## src/core/exc_unit_pkg.sv

```systemverilog
// constants, register map and helpers of the reset and simd exception unit
package exc_unit_pkg;

	// ---------------------------------------------------------------
	// register map, byte offsets on the bus
	// ---------------------------------------------------------------
	localparam int unsigned ADR_W = 8;
	localparam logic [7:0] ADR_MACHINE_STATE = 8'h00;
	localparam logic [7:0] ADR_SAVE_PC = 8'h04;
	localparam logic [7:0] ADR_SAVE_STATE = 8'h08;
	localparam logic [7:0] ADR_CRIT_SAVE_PC = 8'h0C;
	localparam logic [7:0] ADR_CRIT_SAVE_STATE = 8'h10;
	localparam logic [7:0] ADR_EXC_SYNDROME = 8'h14;
	localparam logic [7:0] ADR_DATA_EXC_ADDR = 8'h18;
	localparam logic [7:0] ADR_MCHECK_SYNDROME = 8'h1C;
	localparam logic [7:0] ADR_VECTOR_PREFIX = 8'h20;
	localparam logic [7:0] ADR_VEC_OFF_SIMD_UNAVAIL = 8'h24;
	localparam logic [7:0] ADR_VEC_OFF_SIMD_FPDATA = 8'h28;
	localparam logic [7:0] ADR_TIMER_STATUS = 8'h2C;
	localparam logic [7:0] ADR_DEBUG_STATUS = 8'h30;
	localparam logic [7:0] ADR_RST_VECTOR = 8'h34;

	// ---------------------------------------------------------------
	// machine_state bit positions (bit 0 is the lsb)
	// ---------------------------------------------------------------
	localparam int MSR_USER_CACHE_LOCK_EN = 26;
	localparam int MSR_SIMD = 25;
	localparam int MSR_WE = 18;
	localparam int MSR_CE = 17;
	localparam int MSR_EE = 15;
	localparam int MSR_PR = 14;
	localparam int MSR_FP = 13;
	localparam int MSR_ME = 12;
	localparam int MSR_FE0 = 11;
	localparam int MSR_DE = 9;
	localparam int MSR_FE1 = 8;
	localparam int MSR_IS = 5;
	localparam int MSR_DS = 4;
	localparam int MSR_RI = 1;
	localparam logic [31:0] MSR_RST_VAL = 32'h0000_0000;
	// bits cleared on entry to either simd handler; ce, me, de, ri stay
	localparam logic [31:0] MSR_SIMD_CLR = (32'h1 << MSR_USER_CACHE_LOCK_EN)
		| (32'h1 << MSR_SIMD) | (32'h1 << MSR_WE) | (32'h1 << MSR_EE)
		| (32'h1 << MSR_PR) | (32'h1 << MSR_FP) | (32'h1 << MSR_FE0)
		| (32'h1 << MSR_FE1) | (32'h1 << MSR_IS) | (32'h1 << MSR_DS);

	// ---------------------------------------------------------------
	// exc_syndrome bits and status fields
	// ---------------------------------------------------------------
	localparam int ESR_SIMD = 7;
	localparam int ESR_VARLEN = 5;
	localparam logic [31:0] ESR_RST_VAL = 32'h0000_0000;
	localparam int STAT_HI = 29;
	localparam int STAT_LO = 28;
	localparam int STAT_BYTE = 3;
	localparam logic [1:0] WRS_NONE = 2'h0;
	localparam logic [1:0] WRS_CHKSTOP = 2'h1;
	localparam logic [1:0] WRS_RSTOUT = 2'h2;
	localparam logic [1:0] LRST_NONE = 2'h0;
	localparam logic [1:0] LRST_SEEN = 2'h1;

	// ---------------------------------------------------------------
	// vector tails
	// ---------------------------------------------------------------
	localparam logic [11:0] RST_TAIL_NARROW = 12'hFFC;
	localparam logic [1:0] RST_TAIL_WIDE = 2'h0;
	localparam logic [3:0] IVEC_TAIL = 4'h0;

	typedef enum logic [1:0] {
		ST_RUN,
		ST_RESET,
		ST_VECTOR
	} exc_state_t;

	// byte-lane merge of a bus write into an old value
	function automatic logic [31:0] wb_merge(input logic [31:0] old_v,
		input logic [31:0] new_v, input logic [3:0] sel);
		logic [31:0] res;
		res = old_v;
		for (int b = 0; b < 4; b++) begin
			if (sel[b]) begin
				res[b*8 +: 8] = new_v[b*8 +: 8];
			end
		end
		return res;
	endfunction

	// prefix high half, offset bits, four zero bits
	function automatic logic [31:0] ivec(input logic [31:0] prefix,
		input logic [31:0] offs);
		return {prefix[31:16], offs[15:4], IVEC_TAIL};
	endfunction

endpackage

```

## src/core/reset_and_simd_exception_unit.sv

```systemverilog
// reset entry, reset cause status and simd exceptions of the core
// Operation
// - reset taken on system pin, power-on pin, watchdog or debug control
// - reset branches to vector from base pins, 20-bit or 30-bit form
// - reset aborts every operation in flight; machine state is lost
// - watchdog or debug control drives the active-low reset request out
// - watchdog cause field: none, checkstop, reset out, reserved
// - last-reset field reads 01 after a reset until software clears it
// - reset clears the syndrome, leaves critical saves and fault address
// - simd unavailable when simd enable clear and non-exempt simd op
// - unavailable simd op is suppressed, nothing commits
// - unavailable saves the op address in save_pc
// - both simd traps copy old state to save_state, others untouched
// - both simd traps syndrome: simd bit, varlen flag, rest cleared
// - unavailable vector is prefix high half, offset 12 bits, zeros
// - fp data trap taken when raised and nothing higher pending
// - fp data trap suppresses the op and saves its address
// - fp data vector is prefix high half, offset 12 bits, zeros
// - reset outranks every exception and is taken at once
//
// The register addresses and the Wishbone register port were chosen for this implementation.
module reset_and_simd_exception_unit
	import exc_unit_pkg::*;
#(
	parameter logic RST_BASE_WIDE = 1'b0,
	parameter int RSTOUT_CYCLES = 16
) (
	input wire logic i_core_clk,
	input wire logic i_rstn,
	input wire logic i_wb_cyc,
	input wire logic i_wb_stb,
	input wire logic i_wb_we,
	input wire logic [ADR_W-1:0] i_wb_adr,
	input wire logic [3:0] i_wb_sel,
	input wire logic [31:0] i_wb_dat,
	output logic [31:0] o_wb_dat,
	output logic o_wb_ack,
	input wire logic i_sys_rst_n,
	input wire logic i_por,
	input wire logic [29:0] i_rst_base,
	input wire logic i_wdog_rst,
	input wire logic i_wdog_chkstop,
	input wire logic i_dbg_rst,
	input wire logic i_instr_valid,
	input wire logic [31:0] i_instr_ea,
	input wire logic i_instr_simd,
	input wire logic i_instr_simd_exempt,
	input wire logic i_instr_varlen,
	input wire logic i_fpdata_exc,
	input wire logic i_higher_pend,
	output logic o_commit,
	output logic o_suppress,
	output logic o_redirect,
	output logic [31:0] o_redirect_pc,
	output logic o_abort,
	output logic o_rst_req_n,
	output logic o_in_reset
);

	localparam int CNT_W = $clog2(RSTOUT_CYCLES + 1);
	localparam logic [CNT_W-1:0] RSTOUT_LOAD = CNT_W'(RSTOUT_CYCLES);
	localparam logic [CNT_W-1:0] CNT_ZERO = '0, CNT_ONE = CNT_W'(1);

	// ---------------------------------------------------------------
	// pin synchronisers
	// ---------------------------------------------------------------
	logic [31:0] pins_sync;
	logic sys_rst_s, por_s;
	logic [29:0] base_s;

	// system reset inverted ahead of the flops so all bits reset to idle
	exc_sync2 #(.WIDTH(32)) u_pin_sync (
		.i_core_clk(i_core_clk),
		.i_rstn(i_rstn),
		.i_async({i_rst_base, i_por, ~i_sys_rst_n}),
		.o_sync(pins_sync)
	);

	assign {base_s, por_s, sys_rst_s} = pins_sync;

	// ---------------------------------------------------------------
	// state and registers
	// ---------------------------------------------------------------
	exc_state_t state_r, state_nxt;
	logic [31:0] machine_state_r, save_pc_r, save_state_r;
	logic [31:0] crit_save_pc_r, crit_save_state_r, exc_syndrome_r;
	logic [31:0] data_exc_addr_r, mcheck_syndrome_r, vector_prefix_r;
	logic [31:0] vec_off_simd_unavail_r, vec_off_simd_fpdata_r;
	logic [1:0] watchdog_rst_cause_r, last_rst_flag_r;
	logic [CNT_W-1:0] rstout_cnt_r, rstout_cnt_nxt;
	logic [31:0] wb_dat_r, redirect_pc_r;
	logic wb_ack_r, commit_r, suppress_r, redirect_r, abort_r;
	logic rst_req_n_r, in_reset_r;

	logic rst_any, rst_ctl, run_slot, unavail_cond;
	logic take_unavail, take_fpdata, take_exc, wb_wr;
	logic [31:0] rst_vector, exc_vector, rd_data;

	// ---------------------------------------------------------------
	// cause decode
	// ---------------------------------------------------------------
	// reset needs no recoverable point, so it is not qualified by state
	assign rst_ctl = i_wdog_rst | i_dbg_rst;
	assign rst_any = sys_rst_s | por_s | rst_ctl;
	assign run_slot = (state_r == ST_RUN) & ~rst_any;
	assign unavail_cond = i_instr_simd & ~i_instr_simd_exempt
		& ~machine_state_r[MSR_SIMD];
	assign take_unavail = run_slot & i_instr_valid & unavail_cond;
	assign take_fpdata = run_slot & i_instr_valid & ~unavail_cond
		& i_fpdata_exc & ~i_higher_pend;
	assign take_exc = take_unavail | take_fpdata;

	// only the top bits of the base pins count in the narrow form
	assign rst_vector = RST_BASE_WIDE ? {base_s, RST_TAIL_WIDE}
		: {base_s[29:10], RST_TAIL_NARROW};
	assign exc_vector = take_unavail
		? ivec(vector_prefix_r, vec_off_simd_unavail_r)
		: ivec(vector_prefix_r, vec_off_simd_fpdata_r);

	// ---------------------------------------------------------------
	// reset sequencer
	// ---------------------------------------------------------------
	// stay in reset while any source holds, then issue the vector once
	always_comb begin
		state_nxt = state_r;
		case (state_r)
			ST_RUN: begin
				state_nxt = rst_any ? ST_RESET : ST_RUN;
			end
			ST_RESET: begin
				state_nxt = rst_any ? ST_RESET : ST_VECTOR;
			end
			ST_VECTOR: begin
				state_nxt = rst_any ? ST_RESET : ST_RUN;
			end
			default: state_nxt = ST_RESET;
		endcase
	end

	always_ff @(posedge i_core_clk) begin
		if (!i_rstn) begin
			state_r <= ST_RUN;
		end else begin
			state_r <= state_nxt;
		end
	end

	// ---------------------------------------------------------------
	// pipeline control outputs
	// ---------------------------------------------------------------
	// an op blocked only by a higher pending fault neither commits
	// nor is suppressed here; the unit that owns that fault decides
	always_ff @(posedge i_core_clk) begin
		if (!i_rstn) begin
			commit_r <= 1'b0;
			suppress_r <= 1'b0;
			abort_r <= 1'b0;
			in_reset_r <= 1'b0;
		end else begin
			commit_r <= run_slot & i_instr_valid & ~unavail_cond
				& ~i_fpdata_exc;
			suppress_r <= take_exc;
			abort_r <= rst_any;
			in_reset_r <= (state_nxt == ST_RESET);
		end
	end

	// redirect pulse carries either the reset or the trap vector
	always_ff @(posedge i_core_clk) begin
		if (!i_rstn) begin
			redirect_r <= 1'b0;
			redirect_pc_r <= 32'h0000_0000;
		end else if (state_r == ST_RESET && !rst_any) begin
			redirect_r <= 1'b1;
			redirect_pc_r <= rst_vector;
		end else if (take_exc) begin
			redirect_r <= 1'b1;
			redirect_pc_r <= exc_vector;
		end else begin
			redirect_r <= 1'b0;
		end
	end

	// ---------------------------------------------------------------
	// reset request out
	// ---------------------------------------------------------------
	// stretched so a one-cycle control pulse is seen by slow board logic
	always_comb begin
		rstout_cnt_nxt = rstout_cnt_r;
		if (rst_ctl) begin
			rstout_cnt_nxt = RSTOUT_LOAD;
		end else if (rstout_cnt_r != CNT_ZERO) begin
			rstout_cnt_nxt = rstout_cnt_r - CNT_ONE;
		end
	end

	always_ff @(posedge i_core_clk) begin
		if (!i_rstn) begin
			rstout_cnt_r <= '0;
			rst_req_n_r <= 1'b1;
		end else begin
			rstout_cnt_r <= rstout_cnt_nxt;
			rst_req_n_r <= (rstout_cnt_nxt == CNT_ZERO);
		end
	end

	// ---------------------------------------------------------------
	// bus slave
	// ---------------------------------------------------------------
	// write lands on the edge where ack is high, as the master samples
	assign wb_wr = i_wb_cyc & i_wb_stb & i_wb_we & wb_ack_r;

	// unmapped offsets read zero and ignore writes, but still ack
	always_comb begin
		rd_data = 32'h0000_0000;
		case (i_wb_adr)
			ADR_MACHINE_STATE: rd_data = machine_state_r;
			ADR_SAVE_PC: rd_data = save_pc_r;
			ADR_SAVE_STATE: rd_data = save_state_r;
			ADR_CRIT_SAVE_PC: rd_data = crit_save_pc_r;
			ADR_CRIT_SAVE_STATE: rd_data = crit_save_state_r;
			ADR_EXC_SYNDROME: rd_data = exc_syndrome_r;
			ADR_DATA_EXC_ADDR: rd_data = data_exc_addr_r;
			ADR_MCHECK_SYNDROME: rd_data = mcheck_syndrome_r;
			ADR_VECTOR_PREFIX: rd_data = vector_prefix_r;
			ADR_VEC_OFF_SIMD_UNAVAIL: rd_data = vec_off_simd_unavail_r;
			ADR_VEC_OFF_SIMD_FPDATA: rd_data = vec_off_simd_fpdata_r;
			ADR_TIMER_STATUS: rd_data[STAT_HI:STAT_LO] = watchdog_rst_cause_r;
			ADR_DEBUG_STATUS: rd_data[STAT_HI:STAT_LO] = last_rst_flag_r;
			ADR_RST_VECTOR: rd_data = rst_vector;
			default: rd_data = 32'h0000_0000;
		endcase
	end

	always_ff @(posedge i_core_clk) begin
		if (!i_rstn) begin
			wb_ack_r <= 1'b0;
			wb_dat_r <= 32'h0000_0000;
		end else begin
			wb_ack_r <= i_wb_cyc & i_wb_stb & ~wb_ack_r;
			if (i_wb_cyc && i_wb_stb && !wb_ack_r) begin
				wb_dat_r <= rd_data;
			end
		end
	end

	// ---------------------------------------------------------------
	// state and save registers
	// ---------------------------------------------------------------
	// hardware entry wins over a software write in the same cycle
	always_ff @(posedge i_core_clk) begin
		if (!i_rstn || rst_any) begin
			machine_state_r <= MSR_RST_VAL;
		end else if (take_exc) begin
			machine_state_r <= machine_state_r & ~MSR_SIMD_CLR;
		end else if (wb_wr && i_wb_adr == ADR_MACHINE_STATE) begin
			machine_state_r <= wb_merge(machine_state_r, i_wb_dat, i_wb_sel);
		end
	end

	always_ff @(posedge i_core_clk) begin
		if (!i_rstn) begin
			save_pc_r <= 32'h0000_0000;
			save_state_r <= 32'h0000_0000;
		end else if (take_exc) begin
			save_pc_r <= i_instr_ea;
			save_state_r <= machine_state_r;
		end else if (wb_wr) begin
			if (i_wb_adr == ADR_SAVE_PC) begin
				save_pc_r <= wb_merge(save_pc_r, i_wb_dat, i_wb_sel);
			end
			if (i_wb_adr == ADR_SAVE_STATE) begin
				save_state_r <= wb_merge(save_state_r, i_wb_dat, i_wb_sel);
			end
		end
	end

	// syndrome: cleared by reset, rebuilt whole by a simd trap
	always_ff @(posedge i_core_clk) begin
		if (!i_rstn || rst_any) begin
			exc_syndrome_r <= ESR_RST_VAL;
		end else if (take_exc) begin
			exc_syndrome_r <= ESR_RST_VAL;
			exc_syndrome_r[ESR_SIMD] <= 1'b1;
			exc_syndrome_r[ESR_VARLEN] <= i_instr_varlen;
		end else if (wb_wr && i_wb_adr == ADR_EXC_SYNDROME) begin
			exc_syndrome_r <= wb_merge(exc_syndrome_r, i_wb_dat, i_wb_sel);
		end
	end

	// neither reset nor the simd traps touch these; software owns them
	always_ff @(posedge i_core_clk) begin
		if (!i_rstn) begin
			crit_save_pc_r <= 32'h0000_0000;
			crit_save_state_r <= 32'h0000_0000;
			data_exc_addr_r <= 32'h0000_0000;
			mcheck_syndrome_r <= 32'h0000_0000;
			vector_prefix_r <= 32'h0000_0000;
			vec_off_simd_unavail_r <= 32'h0000_0000;
			vec_off_simd_fpdata_r <= 32'h0000_0000;
		end else if (wb_wr) begin
			case (i_wb_adr)
				ADR_CRIT_SAVE_PC: crit_save_pc_r <=
					wb_merge(crit_save_pc_r, i_wb_dat, i_wb_sel);
				ADR_CRIT_SAVE_STATE: crit_save_state_r <=
					wb_merge(crit_save_state_r, i_wb_dat, i_wb_sel);
				ADR_DATA_EXC_ADDR: data_exc_addr_r <=
					wb_merge(data_exc_addr_r, i_wb_dat, i_wb_sel);
				ADR_MCHECK_SYNDROME: mcheck_syndrome_r <=
					wb_merge(mcheck_syndrome_r, i_wb_dat, i_wb_sel);
				ADR_VECTOR_PREFIX: vector_prefix_r <=
					wb_merge(vector_prefix_r, i_wb_dat, i_wb_sel);
				ADR_VEC_OFF_SIMD_UNAVAIL: vec_off_simd_unavail_r <=
					wb_merge(vec_off_simd_unavail_r, i_wb_dat, i_wb_sel);
				ADR_VEC_OFF_SIMD_FPDATA: vec_off_simd_fpdata_r <=
					wb_merge(vec_off_simd_fpdata_r, i_wb_dat, i_wb_sel);
				default: begin
				end
			endcase
		end
	end

	// ---------------------------------------------------------------
	// reset cause status
	// ---------------------------------------------------------------
	// write one to clear; a cause in the same cycle wins over the clear
	always_ff @(posedge i_core_clk) begin
		if (!i_rstn) begin
			watchdog_rst_cause_r <= WRS_NONE;
		end else if (i_wdog_rst) begin
			watchdog_rst_cause_r <= WRS_RSTOUT;
		end else if (i_wdog_chkstop) begin
			watchdog_rst_cause_r <= WRS_CHKSTOP;
		end else if (wb_wr && i_wb_adr == ADR_TIMER_STATUS
			&& i_wb_sel[STAT_BYTE]) begin
			watchdog_rst_cause_r <= watchdog_rst_cause_r
				& ~i_wb_dat[STAT_HI:STAT_LO];
		end
	end

	// only code 01 is ever set, so the reserved codes never appear
	always_ff @(posedge i_core_clk) begin
		if (!i_rstn) begin
			last_rst_flag_r <= LRST_NONE;
		end else if (rst_any) begin
			last_rst_flag_r <= LRST_SEEN;
		end else if (wb_wr && i_wb_adr == ADR_DEBUG_STATUS
			&& i_wb_sel[STAT_BYTE]) begin
			last_rst_flag_r <= last_rst_flag_r & ~i_wb_dat[STAT_HI:STAT_LO];
		end
	end

	// ---------------------------------------------------------------
	// output wiring, all from flops
	// ---------------------------------------------------------------
	assign o_wb_dat = wb_dat_r;
	assign o_wb_ack = wb_ack_r;
	assign o_commit = commit_r;
	assign o_suppress = suppress_r;
	assign o_redirect = redirect_r;
	assign o_redirect_pc = redirect_pc_r;
	assign o_abort = abort_r;
	assign o_rst_req_n = rst_req_n_r;
	assign o_in_reset = in_reset_r;

endmodule

```

## src/core/exc_sync2.sv

```systemverilog
// two flip-flop synchroniser for a bundle of pin levels
module exc_sync2 #(
	parameter int WIDTH = 1
) (
	input wire logic i_core_clk,
	input wire logic i_rstn,
	input wire logic [WIDTH-1:0] i_async,
	output logic [WIDTH-1:0] o_sync
);

	logic [WIDTH-1:0] meta_r;
	logic [WIDTH-1:0] sync_r;

	// first stage feeds only the second; each bit crosses on its own
	always_ff @(posedge i_core_clk) begin
		if (!i_rstn) begin
			meta_r <= '0;
			sync_r <= '0;
		end else begin
			meta_r <= i_async;
			sync_r <= meta_r;
		end
	end

	assign o_sync = sync_r;

endmodule

```

## config.mk

```make
export PLATFORM = sky130hd
export DESIGN_NAME = reset_and_simd_exception_unit
export DESIGN_NICKNAME = d
export VERILOG_FILES = /design/src/core/exc_unit_pkg.sv /design/src/core/reset_and_simd_exception_unit.sv /design/src/core/exc_sync2.sv
export SDC_FILE = /design/constraint.sdc
export NUM_CORES = 1
export LEC_CHECK = 0
export BUFFER_PORTS_ARGS = -buffer_cell sky130_fd_sc_hd__buf_2
export CAP_MARGIN = 40
export CELL_PAD_IN_SITES_DETAIL_PLACEMENT = 0
export CELL_PAD_IN_SITES_GLOBAL_PLACEMENT = 1
export CORE_ASPECT_RATIO = 1.75
export CORE_MARGIN = 8
export CORE_UTILIZATION = 25
export DETAILED_ROUTE_END_ITERATION = 8
export HOLD_SLACK_MARGIN = 0.08
export MAX_ROUTING_LAYER = met4
export PLACE_DENSITY_LB_ADDON = 0.05
export SLEW_MARGIN = 40
export SYNTH_ARGS = -nofsm -noshare
export SYNTH_HDL_FRONTEND = slang
export SYNTH_HIERARCHICAL = 1
export SYNTH_SLANG_ARGS = --single-unit
```

## constraint.sdc

```tcl
create_clock -name i_core_clk -period 3.94 [get_ports i_core_clk]
set_input_delay 0.788 -clock i_core_clk [delete_from_list [all_inputs] [get_ports i_core_clk]]
set_output_delay 0.788 -clock i_core_clk [all_outputs]
set_load 0.01 [all_outputs]
```

# After elaboration in Yosys (flattened, before gate mapping)
# Index checks and enable logic that the tools add are counted.
# word_totals
regBits,498
elab_cells,228
# classes
addsub,1
n_eq_ne,16
mux,31
bitwise,30
n_reduce_logical,83
# ops
op,n
28-bit case mux with 12 select lines,1
32-bit 2-to-1 mux,8
3-bit AND reduction,40
8-bit 2-to-1 mux,7
8-bit by 6-bit == test with 1-bit output (second input constant),6
8-bit by 5-bit == test with 1-bit output (second input constant),4
2-bit case mux with 14 select lines,1
2-bit case mux with 12 select lines,1
2-bit nonzero test,11
2-bit AND reduction,9
8-bit by 4-bit == test with 1-bit output (second input constant),2
16-bit 2-to-1 mux,1
1-bit bitwise AND,13
5-bit 2-to-1 mux,2
1-bit NOT,10
2-bit OR reduction,5
1-bit logical AND,9
8-bit by 3-bit == test with 1-bit output (second input constant),1
8-bit zero test,1
2-bit 2-to-1 mux,4
5-bit zero test,1
1-bit 2-to-1 mux,5
5-bit nonzero test,1
5-bit by 1-bit subtractor with 5-bit output (second input constant),1
10 further kinds,17

# Longest topological paths before layout
# logic_depth
word_depth,11
depth_mapped,9

# Hierarchy
# The synthesis kept the hierarchy.
# by_module_without_submodules
mod,n_inst,cells_each,area_per_inst_um2,seq_area_each_um2
reset_and_simd_exception_unit,1,2375,20616.0,8628.3
exc_sync2,1,134,1791.7,1281.2

# Worst setup path after synthesis
# Ideal clock, no wire load.
# synth_timing
kind,input -> register
start,input i_wb_adr[6]
end,register machine_state_r[16]
arrival_time_ns,2.246
setup_slack_ns,1.567
stages,8
path_buffers,3
cell_sequence,buf_4 or4_4 buf_6 nor2_8 and3_1 buf_6 mux2i_1 nor2_1
# synth_via
elab_chain_len,3
# synth_lines
element,line_no,rtl
"start, declared",reset_and_simd_exception_unit.sv:33,"input wire logic [ADR_W-1:0] i_wb_adr,"
8-bit zero test,reset_and_simd_exception_unit.sv:256,end else if (wb_wr && i_wb_adr == ADR_MACHINE_STATE) begin
1-bit logical AND,reset_and_simd_exception_unit.sv:256,
3-bit AND reduction (no line),--,
"end signal, assigned",reset_and_simd_exception_unit.sv:255,machine_state_r <= machine_state_r & ~MSR_SIMD_CLR;
"end signal, assigned",reset_and_simd_exception_unit.sv:257,"machine_state_r <= wb_merge(machine_state_r, i_wb_dat, i_wb_sel);"
"end, declared",reset_and_simd_exception_unit.sv:85,"logic [31:0] machine_state_r, save_pc_r, save_state_r;"
# No other way between the ends.
# A chain may end at the register's enable or synchronous reset.

# Worst setup path after layout
# layout_timing
start,input i_wb_adr[4]
end,register data_exc_addr_r[23]
# layout_via
elab_chain_len,2
# layout_lines
element,line_no,rtl
8-bit by 5-bit == test with 1-bit output,reset_and_simd_exception_unit.sv:302,case (i_wb_adr)
3-bit AND reduction (no line),--,
"end signal, assigned",reset_and_simd_exception_unit.sv:307,ADR_DATA_EXC_ADDR: data_exc_addr_r <=
"end, declared",reset_and_simd_exception_unit.sv:87,"logic [31:0] data_exc_addr_r, mcheck_syndrome_r, vector_prefix_r;"
# No other way between the ends.

==> out/qor.yml <==
final_util: 0.298
area_growth_syn_to_layout_pct: 18.4
seq_area_um2: 9510
gp_routability_congestion: 0.828
finalCritPeriodShare: 0.723
cp_max_fo: 12
cpMaxStageDelayCell: "or4b_1"
routedWlPerCell_um: 27.9
pin_count: 193
cap_viol_max_count: 0
grt_pass1_vias: 19714
nets: 2731
place_hpwl_um: 75400
h-tree-depth: 2
grt_pass1_wl_um: 152000
setup_viol: 0
core_um2: 86800
yosysWarningCount: 6
r2r_slack_ps: 1350
grt_max_degree: 203
postSynthCellCount: 2469
min_path_type: "primary input to flop"
maxSlewViolCount: 0
hold_viol: 0
multiInputGateArea_um2: 11000
cellPowerDensity_nw_per_um2: 417
worstSetupPathType: "primary input to flop"
nFillCells: 9243
drc: 0
peakVddDrop_mv: 0.294
max_slew_margin: 0.375
antenna_found_initial: 9
dieHeight_um: 407
cts_setup_buffers: 0
cp_slowest_stage_delay_ps: 590
routed-via-count: 19578
die_x_um: 240
port_buffers: 180
status: "finished clean"
period_needed_ps: 2850
setup_slack_ps: 1090
cts_resized: 0
rsz0062_at_grt: "false"
crit_required_ps: 4440
path_cells: "buf_2 -> or4b_1 -> buf_4 -> nor2_4 -> buf_4 -> nand2_1 -> nand2_1 -> a21boi_0"
postRouteAntennaNets: 0
die-area_um2: 97500
hold_ws_ps: 351
fp-row-count: 143
pre_cts_ws_ps: 434
endpoint_kind: "flop"
power_leakage_nw: 9.89
fmax_mhz: 351
startpoint_type: "primary input"
insertion_delay_ps: 640
cts_buffers: 53
drive_gt1_frac: 0.206
overflow: 0
track_usage: 0.219
tritoncts: "done"
worstMarginPinSlew_ps: 937
finalSetupTns_ps: 0
cts_sinks: 475
via_per_inst: 5.13
root_buffer: "clkbuf_16"
synth_area_um2: 21900
finClkSkew_ps: 35.2
first_pass_iters: 7
crit_arrival_ps: 3350
drt_iter0_drc: 1525
syn_area_per_cell_um2: 8.85
clk_pin_slew_ps: 60
postCtsHoldBufs: 0
cts.path.max_buffers: 3
wirelength_um: 107000
start_util: 0.252
==> metrics by stage <==
stage	instances	instance area [µm²]	power, mW
final	3817	25900	10.8
after global routing	3817	25900	11.1
after CTS	3809	25800	11.0
after detailed placement	3712	24100	5.67
after global placement	3712	24100	5.67
after floorplan	2470	21900	5.34
==> cells in the final DEF (no fill, tap or decap), types with 7 or more instances in the layout <==
master	n
mux2_2	25
inv_1	7
mux4_2	7
clkinv_2	13
buf_12	8
a21boi_1	184
buf_4	136
a21boi_0	62
nand2_1	450
nor2_8	8
o22ai_1	17
o211a_1	61
o21ai_0	25
a2bb2oi_1	9
nand2_2	13
clkbuf_8	9
o31ai_1	9
o2bb2ai_1	19
and2_2	49
o211ai_1	7
o21ai_2	8
a22oi_1	88
clkbuf_1	12
nor2_1	49
a221o_1	8
nand3_1	336
a31oi_1	9
clkbuf_16	55
a21oi_1	75
buf_2	178
mux2i_1	69
a22o_1	31
diode_2	7
dfxtp_1	475
==> registers in the layout (all words and copies together), names as in the netlist, 5 cells and up <==
register / cells
crit_save_pc_r: 32
crit_save_state_r: 32
data_exc_addr_r: 32
exc_syndrome_r: 32
machine_state_r: 32
mcheck_syndrome_r: 32
o_redirect_pc: 29
o_wb_dat: 32
rstout_cnt_r: 5
save_pc_r: 32
save_state_r: 32
u_pin_sync/meta_r: 22
u_pin_sync/o_sync: 22
vec_off_simd_fpdata_r: 32
vec_off_simd_unavail_r: 32
vector_prefix_r: 32
==> final cells by class <==
cell class	count	share of cell area
flip-flops and latches	475	0.367
clock buffers	76	0.0597
well taps	1160	0.0561
clock inverters	21	0.00841
repair buffers	324	0.0817
diodes	7	0.000677
multi-input cells	1747	0.425
inverters	7	0.00101
==> power breakdown <==
| part | leakage [nW] | switching, mW | internal, mW |
|---|---|---|---|
| Sequential | 3.84 | 0.0316 | 4.85 |
| Combinational | 5.18 | 0.461 | 0.213 |
| Clock | 0.873 | 2.25 | 2.98 |
| Total | 9.89 | 2.74 | 8.05 |
==> metal layers <==
| metal | track usage | share of wire |
|---|---|---|
| met3 | 0.0289 | 0.041 |
| met5 | - | 0 |
| met4 | 0.0592 | 0.028 |
| met1 | 0.255 | 0.41 |
| met2 | 0.390 | 0.52 |
==> worst paths after layout <==
kind                                       startpoint                     to  depth (start not counted)
worst max-delay path                      i_wb_adr[4]    data_exc_addr_r[23]                          8
worst min register to register  u_pin_sync/meta_r[24]  u_pin_sync/o_sync[24]                          1
worst min-delay path                     i_fpdata_exc               o_commit                          2
worst max register to register               o_wb_ack     crit_save_pc_r[25]                          5
==> critical path, delay by kind of cell <==
kind	cells	cell delay, ps
AO/OA/AOI/OAI	1	90
AND/OR/NAND/NOR	4	1490
buffers and inverters	3	950
Note: power is estimated with default switching activity, not from simulation.
